`config.mk`:
```
export PLATFORM = sky130hd
export DESIGN_NAME = ddrsq_ctrl_flat
export DESIGN_NICKNAME = d
export VERILOG_FILES = /design/src/rtl/ddrsq_pkg.sv /design/src/rtl/ddrsq_link_if.sv /design/src/rtl/ddrsq_ctrl.sv /design/src/flat_wrapper.sv
export SDC_FILE = /design/constraint.sdc
export NUM_CORES = 1
export LEC_CHECK = 0
export ABC_AREA = 1
export BUFFER_PORTS_ARGS = -buffer_cell sky130_fd_sc_hd__buf_2
export CAP_MARGIN = 40
export CORE_ASPECT_RATIO = 1.1
export CORE_MARGIN = 1.5
export CORE_UTILIZATION = 28
export DETAILED_ROUTE_END_ITERATION = 16
export PLACE_DENSITY = 0.45
export SYNTH_ARGS = -nofsm -noshare
export SYNTH_HDL_FRONTEND = slang
export SYNTH_SLANG_ARGS = --single-unit
```
`constraint.sdc`:
```
create_clock -name i_clock -period 4.3 [get_ports i_clock]
set_clock_uncertainty 0.2 [all_clocks]
set_input_delay 0 -clock i_clock [delete_from_list [all_inputs] [get_ports i_clock]]
set_output_delay 0 -clock i_clock [all_outputs]
set_load 0.05 [all_outputs]
```
`src/rtl/ddrsq_pkg.sv`:
```
package ddrsq_pkg;
   // command encodings on the link (cs/ras/cas/we folded into a code)
   typedef enum logic [2:0] {
      DDRSQ_CMD_NOP  = 3'h0,
      DDRSQ_CMD_ACT  = 3'h1,
      DDRSQ_CMD_RD   = 3'h2,
      DDRSQ_CMD_RDA  = 3'h3,
      DDRSQ_CMD_WR   = 3'h4,
      DDRSQ_CMD_PRE  = 3'h5,
      DDRSQ_CMD_SREF = 3'h6,
      DDRSQ_CMD_SRX  = 3'h7
   } ddrsq_cmd_type;

   localparam int unsigned DDRSQ_DW    = 16;
   localparam int unsigned DDRSQ_BANKS = 8;
   localparam int unsigned DDRSQ_BAW   = 3;

   // latencies in clocks
   localparam logic [3:0] DDRSQ_AL   = 4'h2;
   localparam logic [3:0] DDRSQ_CL   = 4'h3;
   localparam logic [3:0] DDRSQ_RL   = DDRSQ_AL + DDRSQ_CL;
   localparam logic [3:0] DDRSQ_WL   = DDRSQ_RL - 4'h1;
   // data beats per burst, one per clock slot at single data rate on this model
   localparam logic [3:0] DDRSQ_BL4  = 4'h2;
   localparam logic [3:0] DDRSQ_BL8  = 4'h4;
   localparam int unsigned DDRSQ_PIPE = 16;

   // self refresh exit and termination timings, in ps and clocks
   localparam int unsigned DDRSQ_CLK_PS    = 8000;
   localparam int unsigned DDRSQ_TAOFD_PS  = 16000;
   localparam int unsigned DDRSQ_TXSNR_PS  = 200000;
   localparam int unsigned DDRSQ_TXSRD_CK  = 200;
   localparam int unsigned DDRSQ_TAOFD_CK  =
      (DDRSQ_TAOFD_PS + DDRSQ_CLK_PS - 1) / DDRSQ_CLK_PS;
   localparam int unsigned DDRSQ_TXSNR_CK  =
      (DDRSQ_TXSNR_PS + DDRSQ_CLK_PS - 1) / DDRSQ_CLK_PS;
   localparam int unsigned DDRSQ_CNTW      = 9;
endpackage

```
`src/rtl/ddrsq_link_if.sv`:
```
`timescale 1ns/10ps
interface ddrsq_link_if;
   import ddrsq_pkg::*;
   ddrsq_cmd_type          cmd;
   logic [DDRSQ_BAW-1:0]   bank;
   logic                   bl8;
   logic                   odt;
   logic [DDRSQ_DW-1:0]    wdata;
   logic                   wvalid;
   logic [DDRSQ_DW-1:0]    rdata;
   logic                   rvalid;

   modport device (input cmd, bank, bl8, odt, wdata, wvalid,
                   output rdata, rvalid);
   modport ctrl   (output cmd, bank, bl8, odt, wdata, wvalid,
                   input rdata, rvalid);
endinterface

```
`src/rtl/ddrsq_ctrl.sv`:
```
`timescale 1ns/10ps
module ddrsq_ctrl
   import ddrsq_pkg::*;
(
   // clock and reset
   input  wire logic                  i_clock,
   input  wire logic                  i_rst_b,
   // link
   ddrsq_link_if.ctrl                 link,
   // user request: command held until accepted
   input  wire logic                  i_req,
   input  wire ddrsq_cmd_type         i_cmd,
   input  wire logic [DDRSQ_BAW-1:0]  i_bank,
   input  wire logic                  i_bl8,
   input  wire logic                  i_odt_want,
   input  wire logic [DDRSQ_DW-1:0]   i_wdata,
   input  wire logic                  i_wvalid,
   output logic                       o_ack,
   // user read data
   output logic      [DDRSQ_DW-1:0]   o_rdata,
   output logic                       o_rvalid
);
   logic [DDRSQ_CNTW-1:0]  xsrd_r;
   logic [DDRSQ_CNTW-1:0]  xsnr_r;
   logic [DDRSQ_CNTW-1:0]  aofd_r;
   logic [DDRSQ_CNTW-1:0]  gap_r;
   logic [DDRSQ_BANKS-1:0] open_r;
   logic                   sref_r;
   logic                   odt_r;
   logic                   ack_r;
   ddrsq_cmd_type          cmd_r;
   logic [DDRSQ_BAW-1:0]   bank_r;
   logic                   bl8_r;
   logic [DDRSQ_DW-1:0]    rd_r;
   logic                   rv_r;
   logic                   ok;

   wire req_rd = (i_cmd == DDRSQ_CMD_RD) || (i_cmd == DDRSQ_CMD_RDA);
   wire req_rw = req_rd || (i_cmd == DDRSQ_CMD_WR);

   ////////////////////////////////////////////////////////////////////////
   // gate each request on the timers and bank state
   always_comb begin
      ok = 1'b1;
      if (sref_r) ok = (i_cmd == DDRSQ_CMD_SRX);
      else if (req_rd && xsrd_r != '0) ok = 1'b0;
      else if (!req_rd && xsnr_r != '0 && i_cmd != DDRSQ_CMD_NOP)
         ok = 1'b0;
      if (req_rw && (gap_r != '0 || !open_r[i_bank])) ok = 1'b0;
      if (i_cmd == DDRSQ_CMD_SREF && (open_r != '0 || odt_r
          || aofd_r != '0)) ok = 1'b0;
   end

   ////////////////////////////////////////////////////////////////////////
   // command issue and bank tracking
   always_ff @(posedge i_clock) begin
      if (!i_rst_b) begin
         cmd_r  <= DDRSQ_CMD_NOP;
         bank_r <= '0;
         bl8_r  <= 1'b0;
         ack_r  <= 1'b0;
         open_r <= '0;
         sref_r <= 1'b0;
      end else begin
         cmd_r <= DDRSQ_CMD_NOP;
         ack_r <= 1'b0;
         if (i_req && ok && !ack_r) begin
            cmd_r  <= i_cmd;
            bank_r <= i_bank;
            bl8_r  <= i_bl8;
            ack_r  <= 1'b1;
            case (i_cmd)
               DDRSQ_CMD_ACT:  open_r[i_bank] <= 1'b1;
               DDRSQ_CMD_PRE,
               DDRSQ_CMD_RDA:  open_r[i_bank] <= 1'b0;
               DDRSQ_CMD_SREF: sref_r <= 1'b1;
               DDRSQ_CMD_SRX:  sref_r <= 1'b0;
               default: ;
            endcase
         end
      end
   end

   // burst spacing: 2 clocks at bl4, 4 at bl8 keeps data gapless
   always_ff @(posedge i_clock) begin
      if (!i_rst_b) begin
         gap_r <= '0;
      end else if (i_req && ok && !ack_r && req_rw) begin
         // holds off beats-1 edges, so the next rd/wr lands beats clocks later
         gap_r <= DDRSQ_CNTW'(i_bl8 ? DDRSQ_BL8 - 4'h1 : DDRSQ_BL4 - 4'h1);
      end else if (gap_r != '0) begin
         gap_r <= gap_r - 1'b1;
      end
   end

   ////////////////////////////////////////////////////////////////////////
   // exit timers start on the exit command; termination timer on an odt drop not caused by ack_r alone
   always_ff @(posedge i_clock) begin
      if (!i_rst_b) begin
         xsrd_r <= '0;
         xsnr_r <= '0;
      end else if (i_req && ok && !ack_r && i_cmd == DDRSQ_CMD_SRX) begin
         xsrd_r <= DDRSQ_CNTW'(DDRSQ_TXSRD_CK);
         xsnr_r <= DDRSQ_CNTW'(DDRSQ_TXSNR_CK);
      end else begin
         if (xsrd_r != '0) xsrd_r <= xsrd_r - 1'b1;
         if (xsnr_r != '0) xsnr_r <= xsnr_r - 1'b1;
      end
   end

   // termination held off in self refresh and until tXSRD expires
   always_ff @(posedge i_clock) begin
      if (!i_rst_b) begin
         odt_r  <= 1'b0;
         aofd_r <= '0;
      end else begin
         odt_r <= i_odt_want && !sref_r && xsrd_r == '0 && !ack_r;
         if (odt_r && !(i_odt_want && !sref_r && xsrd_r == '0))
            aofd_r <= DDRSQ_CNTW'(DDRSQ_TAOFD_CK);
         else if (aofd_r != '0)
            aofd_r <= aofd_r - 1'b1;
      end
   end

   // read data registered to the user
   always_ff @(posedge i_clock) begin
      if (!i_rst_b) begin
         rd_r <= '0;
         rv_r <= 1'b0;
      end else begin
         rd_r <= link.rdata;
         rv_r <= link.rvalid;
      end
   end

   assign link.cmd    = cmd_r;
   assign link.bank   = bank_r;
   assign link.bl8    = bl8_r;
   assign link.odt    = odt_r;
   assign link.wdata  = i_wdata;  // data timed by the user at WL
   assign link.wvalid = i_wvalid;
   assign o_ack       = ack_r;
   assign o_rdata     = rd_r;
   assign o_rvalid    = rv_r;
endmodule

```
`src/flat_wrapper.sv`:
```
// flat-port wrapper written by rule: the top's interface ports become plain ports
module ddrsq_ctrl_flat import ddrsq_pkg::*;
  (i_clock, i_rst_b, i_req, i_cmd, i_bank, i_bl8, i_odt_want, i_wdata, i_wvalid, o_ack, o_rdata, o_rvalid, link_cmd, link_bank, link_bl8, link_odt, link_wdata, link_wvalid, link_rdata, link_rvalid);
  ddrsq_link_if link_i ();
  input  wire logic i_clock;
  input  wire logic i_rst_b;
  input  wire logic i_req;
  input  wire ddrsq_cmd_type i_cmd;
  input  wire logic [DDRSQ_BAW-1:0] i_bank;
  input  wire logic i_bl8;
  input  wire logic i_odt_want;
  input  wire logic [DDRSQ_DW-1:0] i_wdata;
  input  wire logic i_wvalid;
  output logic o_ack;
  output logic      [DDRSQ_DW-1:0] o_rdata;
  output logic o_rvalid;
  output wire logic [$bits(link_i.cmd)-1:0] link_cmd;
  output wire logic [$bits(link_i.bank)-1:0] link_bank;
  output wire logic [$bits(link_i.bl8)-1:0] link_bl8;
  output wire logic [$bits(link_i.odt)-1:0] link_odt;
  output wire logic [$bits(link_i.wdata)-1:0] link_wdata;
  output wire logic [$bits(link_i.wvalid)-1:0] link_wvalid;
  input wire logic [$bits(link_i.rdata)-1:0] link_rdata;
  input wire logic [$bits(link_i.rvalid)-1:0] link_rvalid;
  assign link_cmd = link_i.cmd;
  assign link_bank = link_i.bank;
  assign link_bl8 = link_i.bl8;
  assign link_odt = link_i.odt;
  assign link_wdata = link_i.wdata;
  assign link_wvalid = link_i.wvalid;
  assign link_i.rdata = link_rdata;
  assign link_i.rvalid = link_rvalid;
  ddrsq_ctrl u_core (.i_clock(i_clock), .i_rst_b(i_rst_b), .link(link_i), .i_req(i_req), .i_cmd(i_cmd), .i_bank(i_bank), .i_bl8(i_bl8), .i_odt_want(i_odt_want), .i_wdata(i_wdata), .i_wvalid(i_wvalid), .o_ack(o_ack), .o_rdata(o_rdata), .o_rvalid(o_rvalid));
endmodule
```
### After elaboration in Yosys (flattened, before gate mapping)

Index checks and enable logic that the tools add are counted.

* output and inout bits: 43
* flip-flop bits (word level): 71
* bits of input ports: 45

* eq/ne operators: 7
* reductions and logical operators: 43
* muxes and demuxes: 21
* $add $sub $neg: 4
* $lt $le $gt $ge: 2
* bitwise operators: 4

Operators with widths (count)
* nonzero test 9 bit: 4
* subtractor 9 x 1 -> 9 bit (second input constant): 4
* two-way mux 9 bit: 2
* two-way mux 8 bit: 2
* case mux 8 bit (2 select lines): 1
* logical AND 1 bit: 14
* == test 3 bit (second input constant): 4
* nonzero test 2 bit: 6
* two-way mux 5 bit: 2
* logical NOT 9 bit: 1
* AND 8 bit: 1
* two-way mux 1 bit: 8
* NOT 8 bit: 1
* bitwise OR 8 bit: 1
* nonzero test 8 bit: 1
* == test 3 x 2 -> 1 bit (second input constant): 2
* two-way mux 2 bit: 3
* AND reduction 2 bit: 3
* OR reduction 2 bit: 3
* logical NOT 1 bit: 5
* logical OR 1 bit: 5
* less-than comparator 3 x 4 -> 1 bit (second input constant): 1
* binary-select mux 1 bit (select 3 bit): 1
* demux 1 bit (select 3 bit): 1
* other kinds (5): 5

### Depth between registers and ports, before layout

* depth after elaboration: 14
* gate-level depth with buffers: 15
* mapped depth without buffers: 13

### Worst setup path before layout

OpenSTA, ideal clock, no wires.

* kind: register to register
* from: register u_core.aofd_r[0]
* to: register u_core.xsnr_r[6]
* period minus slack after synthesis: 1.913 ns
* cell stages (with the launch flop): 13
* setup slack: 2.387 ns
* data arrival time: 1.599 ns
* cells stage by stage: dfxtp_1 -> inv_1 -> ha_1 -> nand3_2 -> nor2_4 -> nand2_1 -> nand2_1 -> nand2_2 -> nor2_4 -> nand4_4 -> nand2_1 -> buf_4 -> nor2_1

* cells in the longest elaborated chain, start to end: 8

RTL lines
* start: declaration: line ddrsq_ctrl.sv:25 `logic [DDRSQ_CNTW-1:0] aofd_r;`
* start signal: assignment: line ddrsq_ctrl.sv:119 `aofd_r <= DDRSQ_CNTW'(DDRSQ_TAOFD_CK);`
* start signal: assignment: line ddrsq_ctrl.sv:121 `aofd_r <= aofd_r - 1'b1;`
* nonzero test 9 bit: line ddrsq_ctrl.sv:51 `|| aofd_r != '0)) ok = 1'b0;`
* logical OR 1 bit: line ddrsq_ctrl.sv:51
* logical AND 1 bit: line ddrsq_ctrl.sv:50 `if (i_cmd == DDRSQ_CMD_SREF && (open_r != '0 || odt_r`
* two-way mux 1 bit: line ddrsq_ctrl.sv:50
* logical AND 1 bit (3 in series): line ddrsq_ctrl.sv:102 `end else if (i_req && ok && !ack_r && i_cmd == DDRSQ_CMD_SRX) begin`
* OR reduction 2 bit (no source line)
* end signal: assignment: line ddrsq_ctrl.sv:104 `xsnr_r <= DDRSQ_CNTW'(DDRSQ_TXSNR_CK);`
* end signal: assignment: line ddrsq_ctrl.sv:107 `if (xsnr_r != '0) xsnr_r <= xsnr_r - 1'b1;`
* end: declaration: line ddrsq_ctrl.sv:24 `logic [DDRSQ_CNTW-1:0] xsnr_r;`

No other way between the ends.
A chain may end at the register's enable or synchronous reset.

### Worst setup path after layout

* from: register u_core.aofd_r[0]
* to: register u_core.xsnr_r[7]

The elaborated chain is that of the path after synthesis.

==> out/metrics.yaml <==
power:
  p_total_w: 0.00266
  peakVddDrop_mv: 0.203
  p_leak_nw: 2.13
  p_per_area_mw_per_mm2: 597
cts:
  numCtsBuffers: 9
  clock_sinks: 71
  clk_latency_ps: 330
  cts_buffer_depth: 2
  clk_pin_slew_ps: 60
  h-tree-depth: 3
  cts_tree: "yes"
  cts_root_buf: "clkbuf_16"
  cts_resized: 0
critical_path:
  worstPathRequired_ps: 4300
  cp-end-kind: "flop"
  path_cells: "inv_1, ha_1, nand3_2, nor2_4, nand2_1, nand2_1, nand2_2, nor2_4, nand4_4, nand2_1, nor2_1"
  cp_num_buf_inv: 1
  path_class: "reg -> reg"
  slowest_stage: "nand2_1"
  crit_family: "simple AND/OR/NAND/NOR gates"
  crit_arrival_ps: 2250
  worst-path-max-fanout: 13
  slowest_delay_ps: 410
  start_kind: "flop"
  path_common_cell: "nand2_1"
  rrSetupSlack_ps: 2050
yosys:
  ys_ff_latch: 71
  synth_nets: 510
  syn_area_per_cell_um2: 7.35
  synth_area_mm2: 0.00336
  synth-seq-area-share_pct: 42.3
  ys_types: 29
  synth_cells: 457
  ys_warn_count: 0
placement:
  pre_cts_ws_ps: 2010
  gp_congestion: 0.781
  hpwl_mm: 4.95
  placed_cell_area_mm2: 0.00362
  portBuffers: 53
sta:
  fin_ws_ps: 2050
  slew_headroom_pct: 50.6
  rsz0062_at_grt: "no"
  setup_viol: 0
  final_hold_viol_count: 1
  finalMaxSlewViolations: 0
  period_minus_slack_ps: 2250
  fin_tns_setup_ps: 0
  fmax_ghz: 0.444
  fin_worst_hold_slack_ps: -0.281
  timing.final.crit_share_pct: 52.4
  tightest_slew_ps: 741
min_path:
  hp-class: "in -> reg"
route:
  final_antenna_net_count: 0
  drc: 0
  dr_wl_met3_um: 332
  wl_met1_mm: 3.47
  top_layer: "met4"
  dr.pass1.iters: 4
  route.met2.wl_mm: 3.55
  vias: 3036
  avgViaCountPerCell: 4.31
  wire_per_inst_um: 10.6
  wl_mm: 7.49
  dr.first_iter.drc_count: 68
final_layout:
  area_growth_pct: 32.5
  nets: 602
  postLayoutCellArea_mm2: 0.00445
  insertedDiodeCount: 0
  postLayoutCoreUtil_pct: 38.4
  fillCellCount: 1216
  drive_gt1_share_pct: 15.0
global_route:
  antenna_found_initial: 0
  grt_overflow: 0
  track_usage_pct: 12.6
  grt_max_degree: 35
  grt_pass1_vias: 2913
  grt_pass1_wl_mm: 12.8
job:
  maxCapViolCount: 0
die:
  core_mm2: 0.0116
  die_h_um: 118
  die-area_mm2: 0.0127
  design.portCount: 88
  die_w_um: 107
  num_rows: 41
  initial_utilization_pct: 29.0
run_status:
  status: "finished with violations"
  failed_checks: "negative hold slack"
## synthesized netlist by cell type
cell type / instances / area, µm²
a21oi_1: 34 / 170
a31oi_1: 2 / 12.5
o211ai_1: 1 / 7.51
inv_4: 1 / 6.26
nand4_1: 9 / 56.3
nor3_1: 14 / 70.1
clkbuf_1: 5 / 18.8
nand3_1: 25 / 125
and2_1: 1 / 6.26
nor2_1: 51 / 191
nand2_4: 1 / 11.3
or2_2: 5 / 31.3
buf_4: 19 / 143
nand4_4: 1 / 21.3
o211a_1: 1 / 10.0
nor2_4: 3 / 33.8
buf_6: 2 / 22.5
nand2_1: 95 / 357
nand2_2: 2 / 12.5
buf_2: 1 / 5.00
xnor2_1: 4 / 35.0
nor3_4: 1 / 16.3
xor2_1: 15 / 131
ha_1: 8 / 100
inv_1: 72 / 270
o21ai_0: 10 / 50.1
dfxtp_1: 71 / 1420
a211oi_1: 2 / 15.0
nand3_2: 1 / 10.0
## per-layer routing
metal / vias to the layer above / track usage (%)
met3: 8 / 2.82
met4: 0 / 5.43
met1: 1361 / 15.3
met2: 75 / 21.1
met5: - / 0
li1: 1592 / -
## where the power goes
part | total (W) | internal, W | switching, W | leakage (nW)
clock | 0.000685 | 0.000405 | 0.000280 | 0.132
combinational | 0.00109 | 0.000417 | 0.000670 | 1.41
sequential | 0.000885 | 0.000803 | 0.0000816 | 0.585
total | 0.00266 | 0.00163 | 0.00103 | 2.13
## worst min-delay path, delay by kind of cell
kind,cells,cell delay (ps)
and+or+nand+nor,1,130
buffers and inverters,2,340
## cells in the final DEF, fill, tap and decap left out, types with 9 or more instances in the layout
| master | Yosys | routed |
|---|---|---|
| nand2_1 | 95 | 95 |
| clkbuf_16 | 0 | 9 |
| nor2_1 | 51 | 51 |
| xor2_1 | 15 | 15 |
| nand3_1 | 25 | 25 |
| a21oi_1 | 34 | 34 |
| dlygate4sd3_1 | 0 | 55 |
| o21ai_0 | 10 | 10 |
| inv_1 | 72 | 72 |
| buf_2 | 1 | 53 |
| nand4_1 | 9 | 9 |
| nor3_1 | 14 | 14 |
| dfxtp_1 | 71 | 71 |
## stage by stage
stage          hold slack (ps)  instances
2_1_floorplan             -102        457
3_3_place_gp              -199        633
3_5_place_dp              -199        633
4_1_cts                  0.139        704
5_1_grt                   50.0        704
6_report                -0.281        704
## area by class of cell
class	count	area, µm²	share of cell area (%)
flip-flops and latches	71	1420	31.9
multi-input cells	286	1470	33.1
inverters	73	277	6.21
clock buffers	11	243	5.45
repair buffers	108	816	18.3
clock inverters	5	33.8	0.759
well taps	150	188	4.22
## kinds of logic (layout without fill, tap and decap cells)
family                     count (synthesis)  count (layout)  share of synthesized area (%)
DFF                                       71              71                           42.3
AOI/OAI and AO/OA                         50              50                           7.89
xor gates and xnor gates                  19              19                           4.95
and+or+nand+nor                          209             209                           28.0
adders and majority gates                  8               8                           2.98
buffers and inverters                    100             197                           13.8
## path summary, 6_finish.rpt
path	endpoint	cells past startpoint	startpoint
setup / recovery	u_core.xsnr_r[7]	11	u_core.aofd_r[0]
hold reg to reg	u_core.aofd_r[0]	2	u_core.aofd_r[0]
hold / removal	u_core.o_rdata[12]	3	i_rst_b
setup reg to reg	u_core.xsnr_r[7]	11	u_core.aofd_r[0]
## repair_timing
item                                   4_1_cts  5_1_grt
endpoints found under the hold margin       58        0
buffers inserted                             0        0
hold buffers                                55        0
(Power assumes the default switching activity.)
